$ cat src/dcc_map.svh
/*
 Register map and timing constants for the converter control block.
 Assumes an AXI4-Lite slave with 32-bit data and a 20 MHz clock.
*/
// What this block does
// - While enabled, each data write launches a conversion of the written value.
// - While disabled, a data write only stores the value.
// - Setting enable from 0 to 1 converts the stored value.
// - Enable bit written 1 switches the converter on, 0 switches it off.
// - Pin buffer enable bit gates driving the output to the pin.
// - Output goes to comparator and sampling converter once enabled, not halted and past start-up.
// - Internal delivery works with pin buffer enable at 0.
// - Run-in-standby 1 with clock running keeps converting in standby.
// - Run-in-standby 0 halts conversion in standby.
// - Halted in standby powers off converter and output buffer.
// - Leaving standby re-enables both, waits a start-up delay before converting.
// - Power-down always switches converter and buffer off.
// - Debug halt does not affect the block.
// - Conversion code is 8 bits, ground to reference.
// - Peripheral clock only; no interrupts and no events.
// - Control: run-in-standby bit 7, pin buffer bit 6, enable bit 0.
// - Control resets to all zeros.
`ifndef DCC_MAP_SVH
`define DCC_MAP_SVH

`define DCC_IDX_CONTROL   8'h00
`define DCC_IDX_VALUE     8'h01
`define DCC_ADDR_CONTROL  (8'(`DCC_IDX_CONTROL * 4))
`define DCC_ADDR_VALUE    (8'(`DCC_IDX_VALUE * 4))
`define DCC_ADDR_STATUS   8'h08

`define DCC_BIT_RUNSTBY   7
`define DCC_BIT_PINBUF    6
`define DCC_BIT_ENABLE    0
`define DCC_CTRL_MASK     8'hC1
`define DCC_CTRL_RESET    8'h00
`define DCC_VALUE_RESET   8'h00

`define DCC_BIT_ST_ACTIVE 0
`define DCC_BIT_ST_PWR    1
`define DCC_BIT_ST_WARM   2

`define DCC_RESP_OKAY     2'h0
`define DCC_RESP_SLVERR   2'h2

// Start-up time after standby exit, in ns, and its cycle count (rounded up)
`define DCC_STARTUP_NS    1000
`define DCC_CLK_NS        50
`define DCC_STARTUP_CYC   ((`DCC_STARTUP_NS + `DCC_CLK_NS - 1) / `DCC_CLK_NS)

`endif

$ cat src/dcc_pkg.sv
/*
 Types shared by the converter control block.
 Assumes dcc_map.svh for numeric constants.
*/
package dcc_pkg;
  typedef logic [7:0] dcc_code_t;
  typedef enum logic [1:0] {
    DCC_OFF    = 2'b00,
    DCC_WARM   = 2'b01,
    DCC_ACTIVE = 2'b10
  } dcc_state_t;
endpackage

$ cat src/dcc_control.sv
/*
 Converter control: AXI4-Lite register slave, conversion launch and sleep handling.
 Assumes sleep and standby inputs synchronous to aclk; analog string lives outside.
*/
`timescale 1ns/1ps
`include "dcc_map.svh"

module dcc_control (
  input  wire logic              aclk,             // Peripheral clock
  input  wire logic              aresetn,          // Sync reset, active low
  input  wire logic [7:0]        s_axi_awaddr,     // Write address
  input  wire logic              s_axi_awvalid,    // Write address valid
  output logic                   s_axi_awready,    // Write address ready
  input  wire logic [31:0]       s_axi_wdata,      // Write data
  input  wire logic [3:0]        s_axi_wstrb,      // Write strobes
  input  wire logic              s_axi_wvalid,     // Write data valid
  output logic                   s_axi_wready,     // Write data ready
  output logic [1:0]             s_axi_bresp,      // Write response
  output logic                   s_axi_bvalid,     // Write response valid
  input  wire logic              s_axi_bready,     // Write response ready
  input  wire logic [7:0]        s_axi_araddr,     // Read address
  input  wire logic              s_axi_arvalid,    // Read address valid
  output logic                   s_axi_arready,    // Read address ready
  output logic [31:0]            s_axi_rdata,      // Read data
  output logic [1:0]             s_axi_rresp,      // Read response
  output logic                   s_axi_rvalid,     // Read data valid
  input  wire logic              s_axi_rready,     // Read data ready
  input  wire logic              standby_sleep,    // System in standby sleep
  input  wire logic              powerdown_sleep,  // System in power-down sleep
  input  wire logic              per_clk_running,  // Peripheral clock kept in standby
  output dcc_pkg::dcc_code_t     conv_code,        // Code applied to resistor string
  output logic                   conv_launch,      // One-cycle conversion start
  output logic                   conv_power,       // Converter powered
  output logic                   pin_buffer_on,    // Pin output buffer powered
  output logic                   internal_out_on   // Output offered to comparator/ADC
);
  import dcc_pkg::*;

  // Register state
  logic [7:0] converter_control;
  dcc_code_t  conversion_value;
  logic [7:0] next_converter_control;
  dcc_code_t  next_conversion_value;

  // Bus state
  logic       aw_held, w_held, bvalid_q, rvalid_q;
  logic [7:0] aw_addr_q;
  logic [7:0] w_data_q;
  logic       w_lane0_q;
  logic [1:0] bresp_q, rresp_q;
  logic [31:0] rdata_q;
  logic       next_aw_held, next_w_held, next_bvalid, next_rvalid;
  logic [7:0] next_aw_addr, next_w_data;
  logic       next_w_lane0;
  logic [1:0] next_bresp, next_rresp;
  logic [31:0] next_rdata;

  // Conversion state
  dcc_state_t state, next_state;
  logic [7:0] warm_cnt, next_warm_cnt;
  logic       pending, next_pending;
  dcc_code_t  code_q, next_code;
  logic       launch_q, next_launch;

  logic       wr_fire, wr_ctrl, wr_value, wr_ok;
  logic       enable_bit, halted;

  function automatic logic addr_is(input logic [7:0] a, input logic [7:0] target);
    return a == target;
  endfunction

  assign s_axi_awready = !aw_held && !bvalid_q;
  assign s_axi_wready  = !w_held && !bvalid_q;
  assign s_axi_arready = !rvalid_q;
  assign s_axi_bvalid  = bvalid_q;
  assign s_axi_bresp   = bresp_q;
  assign s_axi_rvalid  = rvalid_q;
  assign s_axi_rresp   = rresp_q;
  assign s_axi_rdata   = rdata_q;

  assign enable_bit = converter_control[`DCC_BIT_ENABLE];
  // Standby without run-in-standby, or standby with the clock gone, or power-down
  assign halted = powerdown_sleep
    || (standby_sleep && !(converter_control[`DCC_BIT_RUNSTBY] && per_clk_running));

  always_comb begin
    next_aw_held = aw_held;
    next_w_held  = w_held;
    next_aw_addr = aw_addr_q;
    next_w_data  = w_data_q;
    next_w_lane0 = w_lane0_q;
    next_bvalid  = bvalid_q;
    next_bresp   = bresp_q;
    next_rvalid  = rvalid_q;
    next_rresp   = rresp_q;
    next_rdata   = rdata_q;
    wr_fire  = 1'b0;
    wr_ctrl  = 1'b0;
    wr_value = 1'b0;
    wr_ok    = 1'b0;
    if (s_axi_awvalid && s_axi_awready) begin
      next_aw_held = 1'b1;
      next_aw_addr = s_axi_awaddr;
    end
    if (s_axi_wvalid && s_axi_wready) begin
      next_w_held  = 1'b1;
      next_w_data  = s_axi_wdata[7:0];
      next_w_lane0 = s_axi_wstrb[0];
    end
    if (aw_held && w_held) begin
      wr_fire = 1'b1;
      next_aw_held = 1'b0;
      next_w_held  = 1'b0;
      next_bvalid  = 1'b1;
      if (addr_is(aw_addr_q, `DCC_ADDR_CONTROL)) begin
        wr_ok   = 1'b1;
        wr_ctrl = w_lane0_q;
      end else if (addr_is(aw_addr_q, `DCC_ADDR_VALUE)) begin
        wr_ok    = 1'b1;
        wr_value = w_lane0_q;
      end else if (addr_is(aw_addr_q, `DCC_ADDR_STATUS)) begin
        wr_ok = 1'b1;
      end
      next_bresp = wr_ok ? `DCC_RESP_OKAY : `DCC_RESP_SLVERR;
    end
    if (bvalid_q && s_axi_bready) begin
      next_bvalid = 1'b0;
    end
    if (rvalid_q && s_axi_rready) begin
      next_rvalid = 1'b0;
    end
    if (s_axi_arvalid && s_axi_arready) begin
      next_rvalid = 1'b1;
      next_rresp  = `DCC_RESP_OKAY;
      next_rdata  = 32'h0000_0000;
      if (addr_is(s_axi_araddr, `DCC_ADDR_CONTROL)) begin
        next_rdata[7:0] = converter_control;
      end else if (addr_is(s_axi_araddr, `DCC_ADDR_VALUE)) begin
        next_rdata[7:0] = conversion_value;
      end else if (addr_is(s_axi_araddr, `DCC_ADDR_STATUS)) begin
        next_rdata[`DCC_BIT_ST_ACTIVE] = (state == DCC_ACTIVE);
        next_rdata[`DCC_BIT_ST_PWR]    = conv_power;
        next_rdata[`DCC_BIT_ST_WARM]   = (state == DCC_WARM);
      end else begin
        next_rresp = `DCC_RESP_SLVERR;
      end
    end
  end

  // Unused control bits are not stored and read as zero
  always_comb begin
    next_converter_control = converter_control;
    next_conversion_value  = conversion_value;
    if (wr_fire && wr_ctrl) begin
      next_converter_control = w_data_q & `DCC_CTRL_MASK;
    end
    if (wr_fire && wr_value) begin
      next_conversion_value = w_data_q;
    end
  end

  // A launch request waits in pending until the converter is powered and warm
  always_comb begin
    next_state    = state;
    next_warm_cnt = warm_cnt;
    next_pending  = pending;
    next_code     = code_q;
    next_launch   = 1'b0;
    if (wr_fire && wr_value && enable_bit) begin
      next_pending = 1'b1;
    end
    if (wr_fire && wr_ctrl && !enable_bit && w_data_q[`DCC_BIT_ENABLE]) begin
      next_pending = 1'b1;
    end
    case (state)
      DCC_OFF: begin
        if (enable_bit && !halted) begin
          next_state    = DCC_WARM;
          next_warm_cnt = 8'h00;
        end
      end
      DCC_WARM: begin
        if (!enable_bit || halted) begin
          next_state = DCC_OFF;
        end else if (warm_cnt == 8'(`DCC_STARTUP_CYC - 1)) begin
          next_state = DCC_ACTIVE;
        end else begin
          next_warm_cnt = warm_cnt + 8'h01;
        end
      end
      DCC_ACTIVE: begin
        if (!enable_bit || halted) begin
          next_state = DCC_OFF;
        end else if (pending) begin
          next_code    = conversion_value;
          next_launch  = 1'b1;
          next_pending = (wr_fire && wr_value);
        end
      end
      default: begin
        next_state = DCC_OFF;
      end
    endcase
    if (wr_fire && wr_ctrl && !w_data_q[`DCC_BIT_ENABLE]) begin
      next_pending = 1'b0;
    end
  end

  // No debug-halt input: the block runs on regardless of the processor
  always_ff @(posedge aclk) begin
    if (!aresetn) begin
      converter_control <= `DCC_CTRL_RESET;
      conversion_value  <= `DCC_VALUE_RESET;
      aw_held   <= 1'b0;
      w_held    <= 1'b0;
      aw_addr_q <= 8'h00;
      w_data_q  <= 8'h00;
      w_lane0_q <= 1'b0;
      bvalid_q  <= 1'b0;
      bresp_q   <= 2'h0;
      rvalid_q  <= 1'b0;
      rresp_q   <= 2'h0;
      rdata_q   <= 32'h0000_0000;
      state     <= DCC_OFF;
      warm_cnt  <= 8'h00;
      pending   <= 1'b0;
      code_q    <= `DCC_VALUE_RESET;
      launch_q  <= 1'b0;
    end else begin
      converter_control <= next_converter_control;
      conversion_value  <= next_conversion_value;
      aw_held   <= next_aw_held;
      w_held    <= next_w_held;
      aw_addr_q <= next_aw_addr;
      w_data_q  <= next_w_data;
      w_lane0_q <= next_w_lane0;
      bvalid_q  <= next_bvalid;
      bresp_q   <= next_bresp;
      rvalid_q  <= next_rvalid;
      rresp_q   <= next_rresp;
      rdata_q   <= next_rdata;
      state     <= next_state;
      warm_cnt  <= next_warm_cnt;
      pending   <= next_pending;
      code_q    <= next_code;
      launch_q  <= next_launch;
    end
  end

  assign conv_code       = code_q;
  assign conv_launch     = launch_q;
  assign conv_power      = (state != DCC_OFF);
  assign internal_out_on = (state == DCC_ACTIVE);
  assign pin_buffer_on   = conv_power && converter_control[`DCC_BIT_PINBUF];

endmodule

$ cat config.mk
export PLATFORM = sky130hd
export DESIGN_NAME = dcc_control
export DESIGN_NICKNAME = d
export VERILOG_FILES = /design/src/dcc_pkg.sv /design/src/dcc_control.sv
export VERILOG_INCLUDE_DIRS = /design/src
export SDC_FILE = /design/constraint.sdc
export NUM_CORES = 1
export LEC_CHECK = 0
export BUFFER_PORTS_ARGS = -buffer_cell sky130_fd_sc_hd__buf_2
export CAP_MARGIN = 20
export CORE_MARGIN = 3
export CORE_UTILIZATION = 43
export DETAILED_ROUTE_END_ITERATION = 8
export HOLD_SLACK_MARGIN = 0.06
export PLACE_DENSITY = 0.85
export SLEW_MARGIN = 10
export SYNTH_ARGS = -nofsm -noshare
export SYNTH_HDL_FRONTEND = slang
export SYNTH_SLANG_ARGS = --single-unit
$ cat constraint.sdc
create_clock -name aclk -period 1.6 [get_ports aclk]
set_clock_uncertainty 0.05 [all_clocks]
set_input_delay 0.32 -clock aclk [delete_from_list [all_inputs] [get_ports aclk]]
set_output_delay 0.32 -clock aclk [all_outputs]
set_load 0.005 [all_outputs]
### Word level (Yosys, flattened, before mapping)

Index checks and enable logic that the tools add are counted.

| storage, ports and cells | value |
|---|---|
| register bits | 64 |
| input port bits | 62 |
| bits in writable memories | 0 |
| memories | 0 |
| ROM bits | 0 |
| output and inout port bits | 53 |
| latch bits | 0 |
| word-level logic and storage cells | 109 |

| cells by class | value |
|---|---|
| $mul | 0 |
| bitwise operators | 3 |
| equal/unequal tests | 12 |
| $add $sub $neg | 1 |
| muxes and demuxes | 35 |
| divide/modulo/power cells | 0 |
| shifts and indexed selects | 0 |
| $lt $le $gt $ge | 0 |
| reduce and logical (&&, ||, !) cells | 41 |

Operators with widths:

| kind | count |
|---|---|
| two-way mux 8 bit | 4 |
| logical AND 1 bit | 18 |
| two-way mux 1 bit | 18 |
| == test 8 x 3 -> 1 bit, second input constant | 2 |
| == test 8 x 4 -> 1 bit, second input constant | 2 |
| zero test 8 bit | 2 |
| two-way mux 2 bit | 8 |
| case mux 8 bit (2 select lines) | 1 |
| adder 8 x 1 -> 8 bit, second input constant | 1 |
| == test 8 x 5 -> 1 bit, second input constant | 1 |
| zero test 1 bit | 8 |
| two-way mux 3 bit | 2 |
| != test 2 bit, second input constant | 3 |
| case mux 2 bit (3 select lines) | 1 |
| AND reduction 3 bit | 2 |
| nonzero test 2 bit | 3 |
| OR reduction 2 bit | 3 |
| two-way mux 5 bit | 1 |
| AND reduction 4 bit | 1 |
| != test 3 x 1 -> 1 bit, second input constant | 1 |
| NOT 1 bit | 3 |
| OR reduction 3 bit | 1 |
| == test 2 x 1 -> 1 bit, second input constant | 1 |
| == test 2 bit, second input constant | 1 |
| 3 further kinds | 4 |

### Longest topological paths before layout

Gate-level depths: netlist of the first run.

| logic depth | value |
|---|---|
| depth after elaboration | 11 |
| depth in mapped cells | 6 |
| mapped depth without buffers | 5 |

### Least setup slack after synthesis of the first run

OpenSTA, ideal clock, no wires.

| path | value |
|---|---|
| path kind | register to register |
| start | register warm_cnt[0] |
| end | register warm_cnt[5] |
| clock period less this slack | 1659 ps |
| data required time | 1479 ps |
| setup time | 71 ps |
| arrival | 1538 ps |
| buffers on the path | 1 |
| slack | -59 ps |
| stages on the path, launching flop included | 7 |
| path through | dfxtp_1 -> ha_1 -> nor4bb_1 -> and4_1 -> buf_2 -> or4_1 -> a21oi_1 |

| on the way | value |
|---|---|
| cells in the longest elaborated chain, start to end | 4 |
| elaborated cells between the ends (all ways) | 7 |
| those cells by class | add/sub (1); eq/ne (2); mux (3); reduce/logical (1) |

Ends and longest elaborated chain:

| what | line | source |
|---|---|---|
| start: declaration | dcc_control.sv:60 | `logic [7:0] warm_cnt, next_warm_cnt;` |
| start signal: assignment | dcc_control.sv:243 | `warm_cnt <= next_warm_cnt;` |
| adder 8 x 1 -> 8 bit | dcc_control.sv:188 | `next_warm_cnt = warm_cnt + 8'h01;` |
| two-way mux 8 bit | dcc_control.sv:185 | `` end else if (warm_cnt == 8'(`DCC_STARTUP_CYC - 1)) begin `` |
| two-way mux 8 bit | dcc_control.sv:183 | `if (!enable_bit \|\| halted) begin` |
| case mux 8 bit (2 select lines) | dcc_control.sv:175 | `case (state)` |

Several ways; a longest one is shown, not always the timed one. The select of a mux whose other input is x is not followed.
A chain may end at the register's enable or synchronous reset.

### Final worst setup path of the first run

| path | value |
|---|---|
| start | register warm_cnt[0] |
| end | register warm_cnt[3] |

The elaborated chain is that of the path after synthesis.

==> reports/results.txt, run 1 <==
Vias per Instance = 5.26
clk sink count = 62
Slowest cell on crit path = or4_1
vias in the first global route = 2,260
Clock transition at path regs = 0.07 ns
clock network power share = 44.1%
maximum buffer depth of the clock tree = 2
Vias = 2,498
first-pass GRT wire length = 10,400 µm
Peak VDD IR = 0.509 mV
Residual DRC = 0
WP data arrival = 1.77 ns
final hold vios = 0
core area = 6060 µm²
Root Driver = clkbuf_8
Final Net Count = 458
Yosys warnings = 0
Post-Syn Instances = 318
Highest Clock Rate = 644 MHz
die area = 7390 µm²
share of layout cells above drive strength 1 = 28.2%
Simple-Gate Fraction of Synth Area = 24.6%
IO Count = 115
XOR/XNOR Fraction of Synth Area = 0.318%
min Tclk post-route = 1.55 ns
Initial Util = 45.4%
Design Power = 3.34 mW
die extent in y = 86.0 µm
Routed Antenna Nets = 0
leak pwr = 1.50 nW
routed wire length = 6480 µm
Slew Limit Fails = 0
dpl hpwl = 4590 µm
remaining global-route overflow = 0
critical path type = flip-flop to flip-flop
mux cell area share after synthesis = 7.32%
Routability Congestion = 0.815
Non-Filler Instances = 475
cts bufs inserted = 9
Syn Area/Cell = 8.65 µm²
initial DRC count = 123
Critical Path, Cell by Cell = ha_2 -> nor4bb_4 -> and4_4 -> or4_1 -> a21oi_1
Net Sw Frac = 23.3%
status = finished, final reports clean
Distinct cells, synth = 46
CP required = 1.82 ns
combinational family with the most area after synthesis = simple AND/OR/NAND/NOR gates
post-DR wirelength/cell = 13.6 µm
Int Power = 2.56 mW
total track usage = 17.7%
Final Setup Violations = 0
post-route cell area = 3410 µm²
post-synthesis adder-cell area fraction = 0.455%
Hold WS = 0.165 ns
antenna violations before repair = 0
period utilization = 97.0%
chip width = 86.0 µm
Post-synth top flop = dfxtp_1
pwr dens = 980 nW/µm²
mapped cell area = 2750 µm²
reported net switching power = 779 µW
largest net degree at the start of global routing = 45
Reg power frac = 48.3%
Diodes inserted = 0
Seq/Total Area, Yosys = 45.1%
CP max stage delay = 0.46 ns
Placed Instances = 456
worst skew pair latency = 0.34 ns
DR pass1 iterations = 4
I/O Buffers = 61
#FFs+latches synth = 62
Area after DPL = 3140 µm²
setup TNS after final layout = 0 ns
power share of the combinational group = 7.6%
CP max FO = 7
layout overhead on the synthesized area = 24.1%
ys async rst share = 0%
Crit. End Element = flip-flop
CTS H-tree lvls = 3
Worst setup SP type = flip-flop
FP Rows = 28
number of synthesized flops with an enable pin = 0
CTS tree = built
post-synthesis compound-gate area fraction = 11.7%
max_cap viols = 0
Worst Hold Class = input pin to flip-flop
==> layout make-up <==
| class | count | area (µm²) |
|---|---|---|
| fill | 546 | 2650 |
| multi-input combinational | 237 | 1370 |
| sequential | 62 | 1250 |
| timing repair buffer | 80 | 473 |
| clock buffer | 10 | 128 |
| tap | 75 | 93.8 |
| clock inverter | 6 | 86.3 |
| inverter | 5 | 18.8 |
==> synthesized netlist by cell type (all sizes together) (2+ instances only) <==
cell type | number | area, µm²
dfxtp | 62 | 1240
nand2 | 49 | 186
buf | 30 | 224
nor2 | 30 | 113
a21oi | 29 | 145
mux2i | 19 | 190
clkbuf | 11 | 42.5
nand3 | 11 | 55.1
nand4 | 8 | 50.1
and2 | 6 | 37.5
nand2b | 5 | 31.3
o31ai | 5 | 37.5
or4 | 5 | 37.5
inv | 4 | 15.0
nor2b | 4 | 25.0
nor3 | 4 | 20.0
a32oi | 3 | 26.3
and4 | 3 | 26.3
o21ai | 3 | 15.0
a31oi | 2 | 12.5
nor3b | 2 | 26.3
nor4 | 2 | 12.5
o211a | 2 | 20.0
o211ai | 2 | 15.0
o21a | 2 | 15.0
==> stage by stage <==
| step | util [%] | setup slack, ns |
|---|---|---|
| finish | 56.3 | 0.0477 |
| global route | 56.3 | -0.00245 |
| CTS | 55.8 | 0.00456 |
| detailed placement | 51.8 | -0.0865 |
| global placement | 51.8 | -0.0712 |
| floorplan | - | 0.0153 |
==> repair_timing <==
action	in CTS	in global routing
hold buffers	0	0
setup buffers	1	1
pin swaps	2	6
cloned	1	1
endpoints found under the setup margin	7	16
hold endpoints to repair	0	0
resized for setup	6	8
==> logic make-up (layout without fill, tap and decap cells) <==
family,after synthesis,count (layout)
flops,62,62
other cells,1,26
xor+xnor,1,1
fa+ha+maj,1,1
buf+inv,46,101
simple gates,135,137
compound gates,52,52
mux,20,20
==> power groups by stage <==
| stage | registers [mW] | logic (mW) | clock network (mW) |
|---|---|---|---|
| finish | 1.61 | 0.255 | 1.47 |
| global route | 1.62 | 0.292 | 1.57 |
| CTS | 1.61 | 0.251 | 1.50 |
| detailed placement | 1.65 | 0.249 | 0 |
| global placement | 1.64 | 0.243 | 0 |
| floorplan | 1.64 | 0.189 | 0 |
==> metal layers <==
layer	vias to the layer above	wire length [µm]	GRT usage, %
met3	10	456	6.15
met2	100	3220	28.9
met4	0	89	6.62
li1	1216	-	-
met5	-	0	0
met1	1172	2710	21.4
==> critical path: cells and delay by family (launching register included) <==
kind | cells | cell delay, ns
fa+ha+maj | 1 | 0.19
flops | 1 | 0.32
compound gates | 1 | 0.14
simple gates | 3 | 0.80
==> state kept, by name, summed over array words and instances (netlist names) <==
name               cells
aw_addr_q              8
aw_held                1
conv_code              8
conv_launch            1
conversion_value       8
converter_control      3
pending                1
s_axi_bresp            1
s_axi_bvalid           1
s_axi_rdata            8
s_axi_rresp            1
s_axi_rvalid           1
state                  2
w_data_q               8
w_held                 1
w_lane0_q              1
warm_cnt               8
==> cell usage in the layout (no fill, tap or decap), types with 3 or more instances in the layout <==
cell | netlist | final
nand2_1 | 48 | 49
o31ai_1 | 5 | 5
or4_1 | 5 | 5
nand3_1 | 11 | 11
nor3_1 | 4 | 4
nand2b_1 | 5 | 5
buf_2 | 2 | 61
dfxtp_1 | 62 | 57
dfxtp_2 | 0 | 5
nor2b_1 | 4 | 4
mux2i_1 | 19 | 19
buf_4 | 27 | 17
a21oi_1 | 29 | 29
inv_1 | 4 | 4
nand4_1 | 8 | 8
clkbuf_8 | 0 | 9
nor2_1 | 30 | 28
a32oi_1 | 3 | 3
conb_1 | 1 | 26
and2_1 | 6 | 6
==> worst paths after layout <==
path	startpoint	to	slack (ns)	depth (start not counted)
min reg2reg	w_data_q[1]	w_data_q[1]	0.41	2
max reg2reg	warm_cnt[0]	warm_cnt[3]	0.05	5
min	s_axi_wdata[6]	w_data_q[6]	0.17	3
max	warm_cnt[0]	warm_cnt[3]	0.05	5
Power figures use the tool's default switching activity.
==> run 2: changes to the inputs <==
==> constraint.sdc (replaced) <==
create_clock -name aclk -period 1.3 [get_ports aclk]
set_clock_uncertainty 0.05 [all_clocks]
set_input_delay 0.26 -clock aclk [delete_from_list [all_inputs] [get_ports aclk]]
set_output_delay 0.26 -clock aclk [all_outputs]
set_load 0.005 [all_outputs]
==> reports/results.txt, run 2 (same netlist as run 1, synthesis figures left out) <==
Crit. End Element = output pin
Slew Limit Fails = 0
die area = 7390 µm²
period utilization = 118%
CP max stage delay = 0.35 ns
Design Power = 3.91 mW
Critical Path, Cell by Cell = buf_6 -> nor2_4 -> inv_2 -> and2_4 -> buf_6
routed wire length = 7590 µm
GR peak layer = met2
post-DR wirelength/cell = 14.8 µm
commonest non-fill, non-tap cell in the layout = buf_2
Diodes inserted = 0
DR pass1 iterations = 4
CP top delay family = flip-flops
largest net degree at the start of global routing = 45
Crit Reg-Reg Endpoint = converter_control[7]
remaining global-route overflow = 0
IO Count = 115
met3 Track Usage GR = 6.24%
dpl hpwl = 4750 µm
share of layout cells above drive strength 1 = 44.6%
total track usage = 19.3%
Clock transition at path regs = 0.07 ns
Worst setup SP type = flip-flop
Vias per Instance = 5.16
cts bufs inserted = 9
violated checks = negative setup slack
Hold Crit Endpoint = aw_addr_q[5]
reg2reg start = aw_addr_q[5]
min Tclk post-route = 1.53 ns
min-delay src = s_axi_awaddr[5]
Area after DPL = 3370 µm²
leak pwr = 1.73 nW
pwr dens = 987 nW/µm²
maximum buffer depth of the clock tree = 2
Routed Antenna Nets = 0
depth of the worst hold-timing path = 3
Final Setup Violations = 34
max_cap viols = 0
die extent in y = 86.0 µm
met1 usage = 23.8%
final hold vios = 0
Root Driver = clkbuf_8
initial DRC count = 176
antenna violations before repair = 0
Buf/Inv on CP = 3
core area = 6060 µm²
Vias = 2,651
CTS H-tree lvls = 3
first-pass GRT wire length = 11,300 µm
chip width = 86.0 µm
Initial Util = 45.4%
CTS tree = built
vias in the first global route = 2,427
status = finished with violations
Max-slew headroom = 58.9%
setup ws final = -0.228 ns
Final Net Count = 497
Peak VDD IR = 0.738 mV
layout overhead on the synthesized area = 43.9%
most frequent cells in the layout = buf_2, nand2_1, dfxtp_1, buf_4
I/O Buffers = 61
clk sink count = 62
most frequent CP cell = buf_6
reg2reg setup slack = -0.23 ns
Worst Hold Class = input pin to flip-flop
WP data arrival = 1.22 ns
Routability Congestion = 0.804
Residual DRC = 0
M2 GR Usage = 31.7%
FP Rows = 28
Worst Tran Pin Value = 0.615 ns
CP max FO = 3
worst skew pair latency = 0.35 ns
RSZ-0062 raised after global routing = yes
post-route cell area = 3960 µm²
Highest Clock Rate = 655 MHz
CP required = 0.99 ns
critical path type = flip-flop to output pin
FF-to-FF path depth = 6
Slowest cell on crit path = dfxtp_4
==> run 2: layout make-up <==
class / count / area (µm²)
clock buffers: 12 / 145
clock inverters: 4 / 32.5
fillers: 488 / 2100
inverters: 5 / 18.8
multi-input cells: 236 / 1550
flip-flops and latches: 62 / 1270
well taps: 75 / 93.8
repair buffers: 120 / 845
==> run 2: worst max path at each step <==
| stage | slack [ns] | cells past startpoint | to | startpoint |
|---|---|---|---|---|
| 3_3_place_gp | -0.30 | 5 | warm_cnt[1] | warm_cnt[1] |
| 3_5_place_dp | -0.37 | 5 | warm_cnt[1] | warm_cnt[1] |
| 4_1_cts | -0.23 | 5 | pin_buffer_on | state[1] |
| 6_report | -0.23 | 5 | pin_buffer_on | state[0] |
| 5_1_grt | -0.31 | 6 | converter_control[7] | aw_addr_q[5] |
| 2_1_floorplan | -0.25 | 6 | warm_cnt[5] | warm_cnt[1] |
==> run 2: stage by stage <==
| stage | setup slack [ns] | setup TNS, ns | util [%] | hold slack, ns | std cells |
|---|---|---|---|---|---|
| 2_1_floorplan | -0.249 | -1.04 | - | 0.346 | 343 |
| 3_3_place_gp | -0.304 | -4.47 | 55.6 | 0.395 | 479 |
| 3_5_place_dp | -0.367 | -5.83 | 55.6 | 0.404 | 479 |
| 4_1_cts | -0.230 | -3.78 | 62.2 | 0.0783 | 509 |
| 5_1_grt | -0.315 | -6.72 | 65.3 | 0.0740 | 514 |
| 6_report | -0.228 | -4.57 | 65.3 | 0.0851 | 514 |
==> run 2: report_power, final <==
part / switching (mW) / internal (mW) / leakage [nW]
Clock: 0.771 / 0.750 / 0.0828
Sequential: 0.0406 / 1.94 / 0.511
Combinational: 0.211 / 0.190 / 1.13
Total: 1.02 / 2.88 / 1.73
==> run 2: metal layers <==
| metal | part of all wire, % | up-vias |
|---|---|---|
| li1 | - | 1296 |
| met4 | 1.8 | 0 |
| met1 | 39 | 1224 |
| met5 | 0 | - |
| met2 | 51 | 113 |
| met3 | 8.0 | 18 |
==> run 2: timing repair <==
| action | CTS | global route |
|---|---|---|
| hold buffers | 0 | 0 |
| cloned | 2 | 0 |
| setup buffers | 13 | 5 |
| gates resized for setup | 37 | 41 |
| endpoints found under the setup margin | 35 | 53 |
| pin swaps | 12 | 21 |
==> run 2: tightest hold or removal path, cell delays in order <==
cell and delay, ns:
buf_2 0.09, nand2_1 0.04, a21oi_1 0.05
==> run 3: changes to the inputs <==
--- a/config.mk
+++ b/config.mk
@@ -10,10 +10,13 @@
 export CAP_MARGIN = 20
 export CORE_MARGIN = 3
 export CORE_UTILIZATION = 43
+export CTS_CLUSTER_DIAMETER = 50
 export DETAILED_ROUTE_END_ITERATION = 8
 export HOLD_SLACK_MARGIN = 0.06
+export MAX_ROUTING_LAYER = met4
 export PLACE_DENSITY = 0.85
 export SLEW_MARGIN = 10
 export SYNTH_ARGS = -nofsm -noshare
 export SYNTH_HDL_FRONTEND = slang
 export SYNTH_SLANG_ARGS = --single-unit
+export TNS_END_PERCENT = 20
==> reports/results.txt, run 3 (same netlist as run 1, synthesis figures left out) <==
total track usage = 18.2%
CP required = 1.47 ns
IO Count = 115
I/O Buffers = 61
hold_buf cts = 0
WP depth = 4
CTS H-tree lvls = 3
Hold WS = 0.102 ns
routed wire length = 6640 µm
Vias = 2,498
status = finished with violations
antenna violations before repair = 0
Final Setup Violations = 33
Routed Antenna Nets = 0
share of layout cells above drive strength 1 = 36.1%
clk sink count = 62
FP Rows = 28
Vias per Instance = 5.04
most frequent cells in the layout = buf_2, dfxtp_1, nand2_1, buf_4, nor2_1
FF-to-FF path depth = 4
CP max FO = 7
commonest non-fill, non-tap cell in the layout = buf_2
Design Power = 4.01 mW
Peak VDD IR = 0.778 mV
DR pass1 iterations = 4
final core occ = 60.7%
Area after DPL = 3310 µm²
max_cap viols = 0
largest net degree at the start of global routing = 26
final hold vios = 0
Buf/Inv on CP = 0
depth of the worst hold-timing path = 3
Clock transition at path regs = 0.07 ns
leak pwr = 1.63 nW
die extent in y = 86.0 µm
post-DR wirelength/cell = 13.4 µm
Max Used Layer = met4
WP data arrival = 1.72 ns
Worst setup SP type = flip-flop
remaining global-route overflow = 0
maximum buffer depth of the clock tree = 2
CP top delay family = simple AND/OR/NAND/NOR gates
violated checks = negative setup slack
initial DRC count = 117
Highest Clock Rate = 646 MHz
metal2 WL = 3260 µm
Met3 Wirelength = 392 µm
first-pass GRT wire length = 10,400 µm
Critical Path, Cell by Cell = nor4bb_4 -> and4_4 -> nor3_1 -> o21a_1
critical path type = flip-flop to flip-flop
worst skew pair latency = 0.34 ns
Routability Congestion = 0.800
Placed Instances = 474
CTS tree = built
setup ws final = -0.248 ns
min Tclk post-route = 1.55 ns
post-route cell area = 3680 µm²
Worst Hold Class = input pin to flip-flop
Initial Util = 45.4%
chip width = 86.0 µm
Crit. End Element = flip-flop
Residual DRC = 0
Slowest cell on crit path = dfxtp_1
cts bufs inserted = 9
Diodes inserted = 0
pwr dens = 1090 nW/µm²
Non-Filler Instances = 496
Final Net Count = 479
Max-slew headroom = 64.8%
Slew Limit Fails = 0
wire length on met1 = 2930 µm
RSZ-0062 raised after global routing = yes
Root Driver = clkbuf_8
dpl hpwl = 4770 µm
core area = 6060 µm²
vias in the first global route = 2,314
die area = 7390 µm²
period utilization = 119%
CP max stage delay = 0.42 ns
Worst Tran Pin Value = 0.527 ns
layout overhead on the synthesized area = 33.8%
==> run 3: cell count changes in the layout (fill, tap and decap cells not counted), moves of 4 or more <==
cell / change
buf_4: -10
buf_6: -9
dfxtp_1: +5
and2_1: +4
==> run 3: worst paths after layout <==
kind,to,from,slack (ns)
setup / recovery,warm_cnt[1],warm_cnt[4],-0.25
hold / removal,aw_addr_q[4],s_axi_awaddr[4],0.10
setup reg to reg,warm_cnt[1],warm_cnt[4],-0.25
hold reg to reg,w_data_q[1],w_data_q[1],0.40
==> run 3: timing repair <==
item | in CTS | in global routing
buffers inserted | 3 | 2
resized for setup | 18 | 20
gates cloned | 0 | 1
pin swaps | 5 | 9
endpoints found under the setup margin | 33 | 43
==> run 3: cell type report <==
class / count / area (µm²)
Clock inverter: 5 / 58.8
Fill cell: 520 / 2380
Inverter: 5 / 18.8
Clock buffer: 11 / 141
Sequential cell: 62 / 1260
Multi-Input combinational cell: 236 / 1450
Timing Repair Buffer: 102 / 658
Tap cell: 75 / 93.8
==> run 3: tightest hold or removal path, delay by kind of cell <==
kind            cells  cell delay (ns)
compound gates      1             0.05
buf+inv             1             0.09
simple gates        1             0.05
==> run 3: metal layers <==
| metal | up-vias | global-route usage (%) |
|---|---|---|
| met5 | - | - |
| met4 | 0 | 5.32 |
| met3 | 7 | 6.44 |
| met2 | 73 | 27.9 |
| met1 | 1170 | 22.7 |
| li1 | 1248 | - |
==> run 3: power by group <==
part	switching (mW)	internal, mW	total (mW)
logic	0.190	0.148	0.337
clock network	0.749	0.937	1.69
registers	0.0370	1.95	1.98
total	0.976	3.03	4.01
==> run 3: through the flow <==
step | setup WS (ns) | TNS (ns)
global route | -0.300 | -5.73
floorplan | -0.253 | -1.47
finish | -0.248 | -3.32
detailed placement | -0.360 | -5.72
global placement | -0.281 | -3.91
CTS | -0.230 | -3.10
